## src/rtl/seemp_pkg.sv

```systemverilog
// What this block does
// - Two-pin select 01 puts clock on pin four, data on pin five.
// - At the end of every two-pin operation busy clears and interrupt pulses.
// - Receive shifts one byte in; it is in the data register when done.
// - Two-pin clock runs at 78 kHz during transfers, high after a no-op, START or STOP.
// - Illegal command codes do nothing and set control bit 7.
// - Control bit 6 is busy: one during an operation, reset zero.
// - Control bit 5 reads zero when the EEPROM acknowledged; resets one.
// - Control bit 4 reads zero when this block sent an acknowledge on a receive.
// - Codes 0000, 1001 and 0101 stop the clock; after a byte transfer it keeps toggling.
// - Code 0010 receives and acknowledges; 0110 receives last byte, no acknowledge.
// - Code 1001 makes a START, code 0101 makes a STOP.
// - Select 10 runs a 500 kHz three-wire port on the same lines.
// - In three-wire mode each control write moves up to eight bits.
// - Wait-for-ready holds busy until a rising edge on the data line.
// - Wait-for-ready is ignored when float-data is clear.
// - Float-data releases the data line right after the last rising edge.
// - Clock count 0..8 sets clocks issued; zero only applies float-data and wait-for-ready.
// - Reads shift in MSB first right-justified; writes shift out from bit 7.
package seemp_pkg;

	// ----------------------------------------------------------------
	// Timing
	// ----------------------------------------------------------------
	localparam int unsigned SYS_CLK_HZ = 25_000_000;
	localparam int unsigned TWO_PIN_SCL_HZ = 78_000;
	localparam int unsigned UWIRE_SCK_HZ = 500_000;
	// Quarter bit for the two-pin engine, half bit for three-wire
	localparam int unsigned TWO_PIN_QTR_CYC = SYS_CLK_HZ / (4 * TWO_PIN_SCL_HZ);
	localparam int unsigned UWIRE_HALF_CYC = SYS_CLK_HZ / (2 * UWIRE_SCK_HZ);
	localparam logic [7:0] TWO_PIN_DIV_LAST = 8'(TWO_PIN_QTR_CYC - 1);
	localparam logic [7:0] UWIRE_DIV_LAST = 8'(UWIRE_HALF_CYC - 1);

	// ----------------------------------------------------------------
	// Interface select and commands
	// ----------------------------------------------------------------
	localparam logic [1:0] IFSEL_TWO_PIN = 2'h1;
	localparam logic [1:0] IFSEL_UWIRE = 2'h2;
	localparam logic [3:0] CMD_NOOP = 4'h0;
	localparam logic [3:0] CMD_RX_ACK = 4'h2;
	localparam logic [3:0] CMD_TX = 4'h3;
	localparam logic [3:0] CMD_STOP = 4'h5;
	localparam logic [3:0] CMD_RX_LAST = 4'h6;
	localparam logic [3:0] CMD_START = 4'h9;

	// ----------------------------------------------------------------
	// Control register fields
	// ----------------------------------------------------------------
	localparam int unsigned CTRL_ERR_BIT = 7;
	localparam int unsigned CTRL_BUSY_BIT = 6;
	localparam int unsigned CTRL_RXACK_BIT = 5;
	localparam int unsigned CTRL_TXACK_BIT = 4;
	localparam int unsigned CTRL_WFR_BIT = 7;
	localparam int unsigned CTRL_HIZ_BIT = 5;
	localparam int unsigned CTRL_RD_BIT = 4;
	localparam logic [3:0] UW_CNT_MAX = 4'h8;
	localparam logic [3:0] ACK_BIT_IDX = 4'h8;
	localparam logic [7:0] DATA_RESET = 8'h00;
	localparam logic ACK_N_RESET = 1'b1;

	// ----------------------------------------------------------------
	// Types
	// ----------------------------------------------------------------
	typedef enum logic [2:0] {
		ST_IDLE,
		ST_START,
		ST_STOP,
		ST_TX,
		ST_RX,
		ST_UW_SHIFT,
		ST_UW_WAIT
	} seemp_state_e;

	// Processor write strobes with their data
	typedef struct packed {
		logic ctrl_we;
		logic data_we;
		logic [7:0] wdata;
	} seemp_sfr_wr_s;

	// Pin four carries the clock, pin five the data
	typedef struct packed {
		logic scl_out;
		logic scl_oe;
		logic sda_out;
		logic sda_oe;
	} seemp_pins_s;

endpackage

```

## src/rtl/seemp_sync.sv

```systemverilog
// Two-stage synchroniser for a pin level
module seemp_sync (
	// Clock and reset
	input wire logic sys_clk,
	input wire logic rst_n,
	// Level in and out
	input wire logic async_in,
	output logic sync_out
);

	logic meta_reg;

	// First stage feeds only the second
	always_ff @(posedge sys_clk or negedge rst_n) begin
		if (!rst_n) begin
			meta_reg <= 1'b1;
			sync_out <= 1'b1;
		end else begin
			meta_reg <= async_in;
			sync_out <= meta_reg;
		end
	end

endmodule

```

## src/rtl/seemp_top.sv

```systemverilog
// Serial EEPROM master: two-pin byte engine and three-wire bit shifter
module seemp_top
	import seemp_pkg::*;
(
	// Clock and reset
	input wire logic sys_clk,
	input wire logic rst_n,
	// Processor register access
	input wire seemp_sfr_wr_s sfr_wr,
	output logic [7:0] eeprom_control_rd,
	output logic [7:0] eeprom_data_reg,
	// Pin function select
	input wire logic [1:0] eeprom_if_select,
	// Serial pins
	input wire logic gpio_pin_five_in,
	output seemp_pins_s pins_out,
	// Completion event
	output logic eeprom_done_irq
);

	// ----------------------------------------------------------------
	// State
	// ----------------------------------------------------------------
	seemp_state_e state_reg;
	seemp_state_e state_next;
	logic [7:0] div_reg;
	logic [1:0] phase_reg;
	logic [3:0] bit_reg;
	logic [3:0] nbits_reg;
	logic [7:0] ctrl_rd_reg;
	logic err_reg;
	logic rx_ack_n_reg;
	logic tx_ack_n_reg;
	logic last_reg;
	logic free_run_reg;
	logic uw_rd_reg;
	logic uw_hiz_reg;
	logic uw_wfr_reg;
	logic uw_float_reg;
	logic sd_prev_reg;
	logic irq_reg;
	seemp_pins_s pins_reg;
	seemp_pins_s pins_next;
	logic sd_sync;

	// ----------------------------------------------------------------
	// Helpers
	// ----------------------------------------------------------------
	function automatic logic cmd_legal(input logic [3:0] c);
		return (c == CMD_NOOP) || (c == CMD_RX_ACK) || (c == CMD_TX) ||
			(c == CMD_STOP) || (c == CMD_RX_LAST) || (c == CMD_START);
	endfunction

	function automatic logic [3:0] clamp_cnt(input logic [3:0] c);
		return (c > UW_CNT_MAX) ? UW_CNT_MAX : c;
	endfunction

	// Data line synchroniser
	seemp_sync u_sd_sync (
		.sys_clk(sys_clk),
		.rst_n(rst_n),
		.async_in(gpio_pin_five_in),
		.sync_out(sd_sync)
	);

	// ----------------------------------------------------------------
	// Decode
	// ----------------------------------------------------------------
	// Mode select, command accept and bit timing
	wire mode_two = (eeprom_if_select == IFSEL_TWO_PIN);
	wire mode_uw = (eeprom_if_select == IFSEL_UWIRE);
	wire busy = (state_reg != ST_IDLE);
	wire wr_ok = sfr_wr.ctrl_we && !busy;
	wire two_acc = wr_ok && mode_two;
	wire uw_acc = wr_ok && mode_uw;
	wire [3:0] cmd = sfr_wr.wdata[3:0];
	wire legal = cmd_legal(cmd);
	wire [7:0] div_last = mode_uw ? UWIRE_DIV_LAST : TWO_PIN_DIV_LAST;
	wire tick = (div_reg == div_last);
	wire phase_last = mode_uw ? (phase_reg == 2'h1) : (phase_reg == 2'h3);
	wire sample = tick && (mode_uw ? (phase_reg == 2'h1) : (phase_reg == 2'h2));
	wire bit_end = tick && phase_last;
	wire uw_last_bit = (bit_reg == nbits_reg - 4'h1);
	wire uw_empty = (nbits_reg == 4'h0);
	wire sd_rise = sd_sync && !sd_prev_reg;
	wire byte_op = (state_reg == ST_TX) || (state_reg == ST_RX);
	wire byte_done = byte_op && bit_end && (bit_reg == ACK_BIT_IDX);
	wire shift_in = sample && ((byte_op && bit_reg != ACK_BIT_IDX) ||
		(state_reg == ST_UW_SHIFT && !uw_empty));
	wire uw_done = (state_reg == ST_UW_SHIFT) &&
		(uw_empty || (bit_end && uw_last_bit));

	// ----------------------------------------------------------------
	// Sequencer
	// ----------------------------------------------------------------
	// Next state from accepted command or end of frame
	always_comb begin
		state_next = state_reg;
		unique case (state_reg)
			ST_IDLE: begin
				if (two_acc && cmd == CMD_START) begin
					state_next = ST_START;
				end else if (two_acc && cmd == CMD_STOP) begin
					state_next = ST_STOP;
				end else if (two_acc && cmd == CMD_TX) begin
					state_next = ST_TX;
				end else if (two_acc &&
					(cmd == CMD_RX_ACK || cmd == CMD_RX_LAST)) begin
					state_next = ST_RX;
				end else if (uw_acc) begin
					state_next = ST_UW_SHIFT;
				end
			end
			ST_START, ST_STOP: begin
				if (bit_end) begin
					state_next = ST_IDLE;
				end
			end
			ST_TX, ST_RX: begin
				if (byte_done) begin
					state_next = ST_IDLE;
				end
			end
			ST_UW_SHIFT: begin
				if (uw_done) begin
					// Wait only counts when the line is released
					state_next = (uw_wfr_reg && uw_hiz_reg) ?
						ST_UW_WAIT : ST_IDLE;
				end
			end
			ST_UW_WAIT: begin
				if (sd_rise) begin
					state_next = ST_IDLE;
				end
			end
		endcase
	end

	// State and bit timing; divider free-runs so idle clock can toggle
	always_ff @(posedge sys_clk or negedge rst_n) begin
		if (!rst_n) begin
			state_reg <= ST_IDLE;
			div_reg <= 8'h00;
			phase_reg <= 2'h0;
			bit_reg <= 4'h0;
		end else begin
			state_reg <= state_next;
			if (wr_ok) begin
				div_reg <= 8'h00;
				phase_reg <= 2'h0;
				bit_reg <= 4'h0;
			end else if (tick) begin
				div_reg <= 8'h00;
				phase_reg <= mode_uw ? {1'b0, ~phase_reg[0]} :
					phase_reg + 2'h1;
				if (phase_last && busy) begin
					bit_reg <= bit_reg + 4'h1;
				end
			end else begin
				div_reg <= div_reg + 8'h01;
			end
		end
	end

	// ----------------------------------------------------------------
	// Command latches and flags
	// ----------------------------------------------------------------
	// Fields kept for the duration of a command
	always_ff @(posedge sys_clk or negedge rst_n) begin
		if (!rst_n) begin
			last_reg <= 1'b0;
			nbits_reg <= 4'h0;
			uw_rd_reg <= 1'b0;
			uw_hiz_reg <= 1'b0;
			uw_wfr_reg <= 1'b0;
			uw_float_reg <= 1'b0;
		end else if (two_acc) begin
			last_reg <= (cmd == CMD_RX_LAST);
		end else if (uw_acc) begin
			nbits_reg <= clamp_cnt(cmd);
			uw_rd_reg <= sfr_wr.wdata[CTRL_RD_BIT];
			uw_hiz_reg <= sfr_wr.wdata[CTRL_HIZ_BIT];
			uw_wfr_reg <= sfr_wr.wdata[CTRL_WFR_BIT];
			uw_float_reg <= sfr_wr.wdata[CTRL_HIZ_BIT];
		end
	end

	// Error, acknowledge and idle-clock flags
	always_ff @(posedge sys_clk or negedge rst_n) begin
		if (!rst_n) begin
			err_reg <= 1'b0;
			rx_ack_n_reg <= ACK_N_RESET;
			tx_ack_n_reg <= ACK_N_RESET;
			free_run_reg <= 1'b0;
		end else begin
			if (two_acc) begin
				err_reg <= !legal;
			end
			if (state_reg == ST_TX && sample && bit_reg == ACK_BIT_IDX) begin
				rx_ack_n_reg <= sd_sync;
			end
			if (state_reg == ST_RX && bit_end && bit_reg == ACK_BIT_IDX) begin
				tx_ack_n_reg <= last_reg;
			end
			if (two_acc && (cmd == CMD_NOOP || cmd == CMD_START ||
				cmd == CMD_STOP)) begin
				free_run_reg <= 1'b0;
			end else if (byte_done) begin
				free_run_reg <= 1'b1;
			end
		end
	end

	// Data register: loaded by the processor, shifted by the engines
	always_ff @(posedge sys_clk or negedge rst_n) begin
		if (!rst_n) begin
			eeprom_data_reg <= DATA_RESET;
		end else if (sfr_wr.data_we && !busy) begin
			eeprom_data_reg <= sfr_wr.wdata;
		end else if (shift_in) begin
			// MSB first; reads end right-justified
			eeprom_data_reg <= {eeprom_data_reg[6:0], sd_sync};
		end
	end

	// ----------------------------------------------------------------
	// Pin drive
	// ----------------------------------------------------------------
	// Byte data only moves in the low phase; START and STOP move it under a high clock
	always_comb begin
		pins_next = pins_reg;
		if (mode_two) begin
			pins_next.scl_oe = 1'b1;
			pins_next.sda_out = 1'b0;
			unique case (state_reg)
				ST_START: begin
					pins_next.scl_out = (phase_reg != 2'h3);
					pins_next.sda_oe = phase_reg[1];
				end
				ST_STOP: begin
					pins_next.scl_out = (phase_reg != 2'h0);
					pins_next.sda_oe = (phase_reg != 2'h3);
				end
				ST_TX: begin
					pins_next.scl_out = phase_reg[1];
					if (phase_reg == 2'h0) begin
						pins_next.sda_oe = (bit_reg == ACK_BIT_IDX) ? 1'b0 :
							!eeprom_data_reg[7];
					end
				end
				ST_RX: begin
					pins_next.scl_out = phase_reg[1];
					if (phase_reg == 2'h0) begin
						pins_next.sda_oe = (bit_reg == ACK_BIT_IDX) &&
							!last_reg;
					end
				end
				ST_IDLE, ST_UW_SHIFT, ST_UW_WAIT: begin
					pins_next.scl_out = free_run_reg ? phase_reg[1] :
						1'b1;
				end
			endcase
		end else if (mode_uw) begin
			pins_next.scl_oe = 1'b1;
			pins_next.scl_out = 1'b0;
			pins_next.sda_oe = !uw_float_reg;
			if (state_reg == ST_UW_SHIFT && !uw_empty) begin
				pins_next.scl_out = phase_reg[0];
				pins_next.sda_oe = !uw_rd_reg;
				if (!uw_rd_reg && phase_reg == 2'h0) begin
					pins_next.sda_out = eeprom_data_reg[7];
				end
				// Let go a cycle after the clock rises: bit held over edge
				if (uw_hiz_reg && uw_last_bit && phase_reg == 2'h1 &&
					pins_reg.scl_out) begin
					pins_next.sda_oe = 1'b0;
				end
			end
		end else begin
			// Pins belong to general I/O in other modes
			pins_next = '0;
		end
	end

	// ----------------------------------------------------------------
	// Outputs
	// ----------------------------------------------------------------
	// Read view, completion pulse and pins, all registered
	always_ff @(posedge sys_clk or negedge rst_n) begin
		if (!rst_n) begin
			ctrl_rd_reg <= {1'b0, 1'b0, ACK_N_RESET, ACK_N_RESET, 4'h0};
			irq_reg <= 1'b0;
			pins_reg <= '0;
			sd_prev_reg <= 1'b1;
		end else begin
			ctrl_rd_reg <= {err_reg, busy, rx_ack_n_reg, tx_ack_n_reg, 4'h0};
			irq_reg <= ctrl_rd_reg[CTRL_BUSY_BIT] && !busy;
			pins_reg <= pins_next;
			sd_prev_reg <= sd_sync;
		end
	end

	assign eeprom_control_rd = ctrl_rd_reg;
	assign eeprom_done_irq = irq_reg;
	assign pins_out = pins_reg;
endmodule

```

## config.mk

```make
export PLATFORM = sky130hd
export DESIGN_NAME = seemp_top
export DESIGN_NICKNAME = d
export VERILOG_FILES = /design/src/rtl/seemp_pkg.sv /design/src/rtl/seemp_sync.sv /design/src/rtl/seemp_top.sv
export SDC_FILE = /design/constraint.sdc
export NUM_CORES = 1
export LEC_CHECK = 0
export BUFFER_PORTS_ARGS = -buffer_cell sky130_fd_sc_hd__buf_2
export CAP_MARGIN = 20
export CORE_MARGIN = 5
export CORE_UTILIZATION = 45
export DETAILED_ROUTE_END_ITERATION = 16
export PLACE_DENSITY_LB_ADDON = 0.05
export SYNTH_ARGS = -nofsm -noshare
export SYNTH_HDL_FRONTEND = slang
export SYNTH_SLANG_ARGS = --single-unit
export TNS_END_PERCENT = 30
```

## constraint.sdc

```tcl
create_clock -name sys_clk -period 1.75 [get_ports sys_clk]
set_input_delay 0.525 -clock sys_clk [delete_from_list [all_inputs] [get_ports sys_clk]]
set_output_delay 0.525 -clock sys_clk [all_outputs]
set_load 0.05 [all_outputs]
```

==> results of run 1 <==
-- routing by layer --
metal	track usage, %	vias up	part of all wire, %
met3	3.38	12	3.7
met1	27.9	1200	48
met5	0	-	0
met2	28.1	41	46
li1	-	1213	-
met4	6.77	0	2.2
-- worst max-delay path, delay by kind of cell, from the launching register on --
kind,cells,cell delay [ps]
compound gates,2,330
fa+ha+maj,1,160
buf+inv,2,250
flops,1,400
simple gates,3,650
-- cell usage in the layout, fill, tap and decap left out, types with 4 or more instances in the layout --
| cell type | instances |
|---|---|
| sky130_fd_sc_hd__buf_4 | 61 |
| sky130_fd_sc_hd__dfrtp_1 | 41 |
| sky130_fd_sc_hd__buf_2 | 30 |
| sky130_fd_sc_hd__nor2_1 | 18 |
| sky130_fd_sc_hd__inv_1 | 16 |
| sky130_fd_sc_hd__nand2_1 | 15 |
| sky130_fd_sc_hd__o21ai_0 | 13 |
| sky130_fd_sc_hd__nand3_1 | 12 |
| sky130_fd_sc_hd__xnor2_1 | 10 |
| sky130_fd_sc_hd__and2_1 | 8 |
| sky130_fd_sc_hd__ha_1 | 8 |
| sky130_fd_sc_hd__a21oi_1 | 7 |
| sky130_fd_sc_hd__a221o_1 | 7 |
| sky130_fd_sc_hd__dfstp_2 | 7 |
| sky130_fd_sc_hd__nor3_1 | 6 |
| sky130_fd_sc_hd__mux2i_1 | 6 |
| sky130_fd_sc_hd__clkbuf_8 | 6 |
| sky130_fd_sc_hd__and3_1 | 5 |
| sky130_fd_sc_hd__mux2_2 | 5 |
| sky130_fd_sc_hd__buf_6 | 5 |
| sky130_fd_sc_hd__xor2_1 | 4 |
| sky130_fd_sc_hd__nand2b_1 | 4 |
| sky130_fd_sc_hd__o31ai_1 | 4 |
| sky130_fd_sc_hd__a31oi_1 | 4 |
| sky130_fd_sc_hd__conb_1 | 4 |
-- power groups by stage --
| stage | combinational (uW) | sequential, uW | clock [uW] |
|---|---|---|---|
| 2_1_floorplan | 1410 | 2150 | 0 |
| 3_3_place_gp | 2750 | 1750 | 0 |
| 3_5_place_dp | 2780 | 1750 | 0 |
| 4_1_cts | 2880 | 1750 | 731 |
| 5_1_grt | 3270 | 1800 | 780 |
| 6_report | 3010 | 1750 | 713 |
-- area by class of cell --
cell class,instances,share of cell area (%)
Clock buffer,6,2.17
Clock inverter,2,0.361
Inverter,20,2.30
Timing Repair Buffer,97,18.0
Sequential cell,49,32.5
Multi-Input combinational cell,208,42.2
Tap cell,77,2.53
-- stage by stage --
step	instance area [um^2]	worst slack, ps	util (%)	std cells	hold slack, ps
after global placement	3580	-406	57.3	451	347
after detailed placement	3580	-433	57.3	451	347
after floorplan	2910	-291	-	294	229
final	3810	-163	61.0	459	196
after global routing	3810	-223	61.0	459	202
after CTS	3710	-145	59.4	459	204
-- worst max path at each step --
| stage | from | end | slack [ps] | cells after the start |
|---|---|---|---|---|
| 6_report | nbits_reg[1]$_DFFE_PN0P_ | eeprom_data_reg[4]$_DFFE_PN0P_ | -160 | 8 |
| 5_1_grt | nbits_reg[0]$_DFFE_PN0P_ | eeprom_data_reg[3]$_DFFE_PN0P_ | -220 | 8 |
| 4_1_cts | nbits_reg[0]$_DFFE_PN0P_ | eeprom_data_reg[6]$_DFFE_PN0P_ | -140 | 7 |
| 3_5_place_dp | eeprom_if_select[0] | state_reg[1]$_DFFE_PN0P_ | -430 | 8 |
| 3_3_place_gp | eeprom_if_select[0] | eeprom_data_reg[4]$_DFFE_PN0P_ | -410 | 9 |
| 2_1_floorplan | eeprom_if_select[0] | eeprom_data_reg[0]$_DFFE_PN0P_ | -290 | 8 |
-- logic make-up after synthesis --
kind of cell / count (synthesis) / share of synthesized area, %
mux: 14 / 5.22
simple gates: 97 / 18.4
fa+ha+maj: 11 / 4.82
flops: 49 / 43.3
compound gates: 67 / 17.5
other cells: 1 / 0.131
xor+xnor: 15 / 5.13
buf+inv: 37 / 5.57
-- what timing repair did --
item / CTS / global route
gates resized for setup: 11 / 27
pin swaps: 8 / 14
setup endpoints to repair: 23 / 35
==> metrics.txt, run 1 <==
post-synthesis instance area=~2900 um^2; TritonCTS buffer count=5; Avg WL per Cell=15.7 um; count of endpoints failing setup in the final report=12; number of antenna violations at the first check in global routing=0; clock tree from TritonCTS=built; Root Driver=sky130_fd_sc_hd__clkbuf_8; number of port buffers=31; Die W=89.6 um; worst hold-check path type=in -> async; Final Net Count=407; number of enable-type register cells in the synthesized netlist=0; DR vias=2,466; internal cell power=between 3000 and 4000 uW; count of boundary I/O pins=36; fraction of the cycle the final worst path needs=109%; die footprint=8030 um^2; violated checks=setup timing; half-perimeter wire length after placement=around 5.5 mm; chip height=89.6 um; Core Region=around 6200 um^2; FF-to-FF setup slack=-160 ps; number of max-slew violations in the final report=0; Post-synth top cells=42 x sky130_fd_sc_hd__dfrtp_1, 19 x sky130_fd_sc_hd__inv_1, 19 x sky130_fd_sc_hd__nor2_1; initial core utilization=45.7%; type of element capturing the critical path=flop; worst-case clock skew=~4.6 ps; clock latency at the later pin of the worst-skew pair=300 ps; min cycle time layout=1910 ps; drc violations=0; power share of the clock group=13.0%; commonest register cell after synthesis=sky130_fd_sc_hd__dfrtp_1; reg-to-reg critical path startpoint=nbits_reg[1]$_DFFE_PN0P_; post-synthesis instance total=291; critical path start-end classification=reg -> reg; Seq/Total Area, Yosys=43.3%; outcome=finished with violations; wire length of the first global-routing pass=11.6 mm; share of cells above drive strength 1=40.6%; arrival time at the worst endpoint=2110 ps; routability congestion estimate=0.900; clock transition time at the flip-flop clock pins of the worst setup and hold paths=90 ps; cts-stage hold buffer count=0; worst r2r dst=eeprom_data_reg[4]$_DFFE_PN0P_; critical-path cell list=inv_2, ha_2, or3b_4, nand2_4, a2111oi_4, buf_4, and2_1, a221o_1; highest fanout seen on the critical path=8; # fillers=553; required time reported for the critical path endpoint=slightly below 2000 ps; Diodes inserted=0; unrepaired setup endpoints after global routing=true; number of different library cells in the post-synthesis netlist=61; max-capacitance violation count=0; flop and latch count out of synthesis=49; dominant cell type by area after synthesis=sky130_fd_sc_hd__dfrtp_1; maximum clock rate=between 500 and 600 MHz; top-area cell type share of the netlist area=about 37%; GRT Util Overall=19.0%; Static Leak=about 0.0018 uW; power share of the combinational group=55.1%; number of nets still failing antenna checks after routing=0; H-tree levels=2; number of vias per cell=5.37; slowest cell on the critical path=sky130_fd_sc_hd__or3b_4; most used standard cell by instance count after synthesis=sky130_fd_sc_hd__dfrtp_1; power spent charging and discharging nets=2390 uW; maximum resistive drop on vdd=0.830 mV; yosys warns=0; cell depth of the worst flop-to-flop path=8; Net Sw Frac=43.6%; Congestion Overflow GR=0; setup repair bufs after CTS=0; mean area per synthesized cell=around 9.8 um^2; number of placement rows=29; fraction of power consumed by sequential logic=31.9%; multi-input logic area=1610 um^2; crit path setup slack, layout=-163 ps; Seq. cell area=1240 um^2; DRT Wirelength=roughly 7.2 mm; dominant cells by area after synthesis=sky130_fd_sc_hd__dfrtp_1 37%, sky130_fd_sc_hd__dfstp_2 6.4%, sky130_fd_sc_hd__ha_1 4.8%; synthesis-to-layout area growth=33.4%; count of routing violations after the opening detailed-route iteration=124; clock net sink count=49; Pwr Total=approximately 5500 uW; via count of the first global-routing pass=2,392; largest net degree at the start of global routing=50; number of iterations in the first detailed-routing pass=4; element type at the critical path start=flop; power per cell area=1440 nW/um^2; sum of negative setup slack=-1520 ps; buffer depth of the longest clock path=2; number of hold-slack violations in the final timing report=0; critical path's largest stage delay=410 ps; post-synthesis async set-or-reset flop share=100%
Power figures use the tool's default switching activity.
==> run 2: changes to the inputs <==
--- a/config.mk
+++ b/config.mk
@@ -6,7 +6,6 @@
 export NUM_CORES = 1
 export LEC_CHECK = 0
 export BUFFER_PORTS_ARGS = -buffer_cell sky130_fd_sc_hd__buf_2
-export CAP_MARGIN = 20
 export CORE_MARGIN = 5
 export CORE_UTILIZATION = 45
 export DETAILED_ROUTE_END_ITERATION = 16
==> constraint.sdc (replaced) <==
create_clock -name sys_clk -period 2.2 [get_ports sys_clk]
set_input_delay 0.66 -clock sys_clk [delete_from_list [all_inputs] [get_ports sys_clk]]
set_output_delay 0.66 -clock sys_clk [all_outputs]
set_load 0.05 [all_outputs]
==> metrics.txt, run 2 (synthesis results as in run 1) <==
clock transition time at the flip-flop clock pins of the worst setup and hold paths=90 ps (about the same); power per cell area=1150 nW/um^2 (-20%); count of routing violations after the opening detailed-route iteration=213 (+72%); number of antenna violations at the first check in global routing=0 (unchanged); Diodes inserted=0 (unchanged); largest net degree at the start of global routing=50 (unchanged); Final Instance Area=3380 um^2 (-11%); arrival time at the worst endpoint=2310 ps (+200 ps); Static Leak=0.00157 uW (-13%); via count of the first global-routing pass=2,204 (-7.9%); number of placement rows=29 (unchanged); count of endpoints failing setup in the final report=0 (-12); global routing met3 resource utilization=3.83% (+0.46 points); share of cells above drive strength 1=27.5% (-13 points); GRT met2 Usage=28.0% (-0.13 points); number of max-slew violations in the final report=0 (unchanged); DRT Wirelength=6.86 mm (-4.8%); worst-case clock skew=10.3 ps (+5.72 ps); Final Net Count=371 (-8.8%); worst hold-check path type=in -> async; Congestion Overflow GR=0 (unchanged); count of boundary I/O pins=36 (unchanged); critical-path cell list=inv_1, ha_1, or3b_2, nand2_1, a2111oi_4, buf_4, and2_1, a221o_1; Core Region=6240 um^2 (unchanged); cell depth of the worst flop-to-flop path=8 (unchanged); GRT Util Overall=18.5% (-0.52 points); clock latency at the later pin of the worst-skew pair=310 ps (about the same); routability congestion estimate=0.923 (+2.5%); type of element capturing the critical path=flop; initial core utilization=45.7% (unchanged); most frequent standard cell in the layout excluding fill and tap cells=sky130_fd_sc_hd__dfrtp_1; number of hold-slack violations in the final timing report=0 (unchanged); number of nets still failing antenna checks after routing=0 (unchanged); clock net sink count=49 (unchanged); die footprint=8030 um^2 (unchanged); Die W=89.6 um (unchanged); buffer depth of the longest clock path=2 (unchanged); number of vias per cell=5.38 (+0.15%); number of port buffers=31 (unchanged); required time reported for the critical path endpoint=2380 ps (+440 ps); Avg WL per Cell=16.2 um (+3.3%); transition time of the tightest slew-check pin=approximately 840 ps; max-capacitance violation count=0 (unchanged); maximum resistive drop on vdd=0.649 mV (-22%); highest fanout seen on the critical path=8 (unchanged); FF-to-FF setup slack=70 ps (+230 ps); number of iterations in the first detailed-routing pass=4 (unchanged); maximum clock rate=470 MHz (-10%); element type at the critical path start=flop; Pwr Total=3890 uW (-29%); Root Driver=sky130_fd_sc_hd__clkbuf_8; slowest cell on the critical path=sky130_fd_sc_hd__or3b_2; DR vias=2,276 (-7.7%); Cell Area, Placed=3290 um^2 (-7.9%); # fillers=592 (+7.1%); wire length of the first global-routing pass=11.4 mm (-1.8%); H-tree levels=2 (unchanged); # placed instances=415 (-8.0%); Non-Filler Instances=423 (-7.8%); busiest layer in global routing=met2; min cycle time layout=2130 ps (+215 ps); half-perimeter wire length after placement=5.14 mm (-5.7%); commonest non-fill, non-tap cells in the layout=41 x sky130_fd_sc_hd__dfrtp_1, 31 x sky130_fd_sc_hd__buf_2, 29 x sky130_fd_sc_hd__buf_4; unrepaired setup endpoints after global routing=false; fraction of the cycle the final worst path needs=96.8% (-13 points); reg-to-reg critical path startpoint=nbits_reg[1]$_DFFE_PN0P_; Fin Hold WS=335 ps (+139 ps); clock tree from TritonCTS=built; worst r2r dst=eeprom_data_reg[4]$_DFFE_PN0P_; TritonCTS buffer count=5 (unchanged); chip height=89.6 um (unchanged); critical path's largest stage delay=500 ps (+90 ps); synthesis-to-layout area growth=18.5%; sum of negative setup slack=0 ps (+1520 ps); outcome=finished clean; met1 global-route usage=27.5% (-0.41 points); worst relative slew slack=42.4%; drc violations=0 (unchanged); critical path start-end classification=reg -> reg
run 2: cell types whose count changed in the layout (fill, tap and decap cells not counted), moves of 3 or more:
cell and change:
sky130_fd_sc_hd__and2_1 +3, sky130_fd_sc_hd__buf_4 -32, sky130_fd_sc_hd__buf_6 -5, sky130_fd_sc_hd__and2_4 -3
run 2: how the worst max path moves through the flow:
stage	start	to	slack, ps	cells after the start
2_1_floorplan	eeprom_if_select[0]	eeprom_data_reg[0]$_DFFE_PN0P_	2	8
3_3_place_gp	eeprom_if_select[0]	eeprom_data_reg[4]$_DFFE_PN0P_	-60	9
3_5_place_dp	eeprom_if_select[0]	eeprom_data_reg[4]$_DFFE_PN0P_	-110	9
4_1_cts	nbits_reg[1]$_DFFE_PN0P_	eeprom_data_reg[4]$_DFFE_PN0P_	60	8
5_1_grt	nbits_reg[1]$_DFFE_PN0P_	eeprom_data_reg[4]$_DFFE_PN0P_	3	8
6_report	nbits_reg[1]$_DFFE_PN0P_	eeprom_data_reg[4]$_DFFE_PN0P_	70	8
run 2: timing repair:
item	CTS	global route
hold buffers	0	0
setup endpoints to repair	0	3
setup buffers	0	0
gates resized for setup	0	2
run 2: area by class of cell:
type | instances | area [um^2] | area share, %
Clock buffer | 7 | 76.3 | 2.26
Tap cell | 77 | 96.3 | 2.85
Timing Repair Buffer | 61 | 393 | 11.6
Sequential cell | 49 | 1240 | 36.6
Multi-Input combinational cell | 208 | 1500 | 44.3
Inverter | 20 | 75.1 | 2.22
Clock inverter | 1 | 5.00 | 0.148
run 2: power breakdown:
group / internal, uW / total (uW) / switching, uW
clock network: 224 / 521 / 297
logic: 763 / 1940 / 1180
registers: 1170 / 1430 / 265
total: 2160 / 3890 / 1740
run 2: worst max-delay path: cells and delay by family (launching register included):
family	cells	cell delay, ps
simple gates	3	820
flops	1	410
compound gates	2	380
buf+inv	2	260
fa+ha+maj	1	140
run 2: layer usage:
layer / wire [um] / vias to the layer above
li1: - / 1136
met1: 3460 / 1081
met2: 3080 / 52
met3: 271 / 7
met4: 52 / 0
met5: 0 / -
run 2: metrics by stage:
step / worst slack [ps] / utilization (%)
2_1_floorplan: 1.92 / -
3_3_place_gp: -57.5 / 52.8
3_5_place_dp: -107 / 52.8
4_1_cts: 56.4 / 54.1
5_1_grt: 3.14 / 54.2
6_report: 71.4 / 54.2
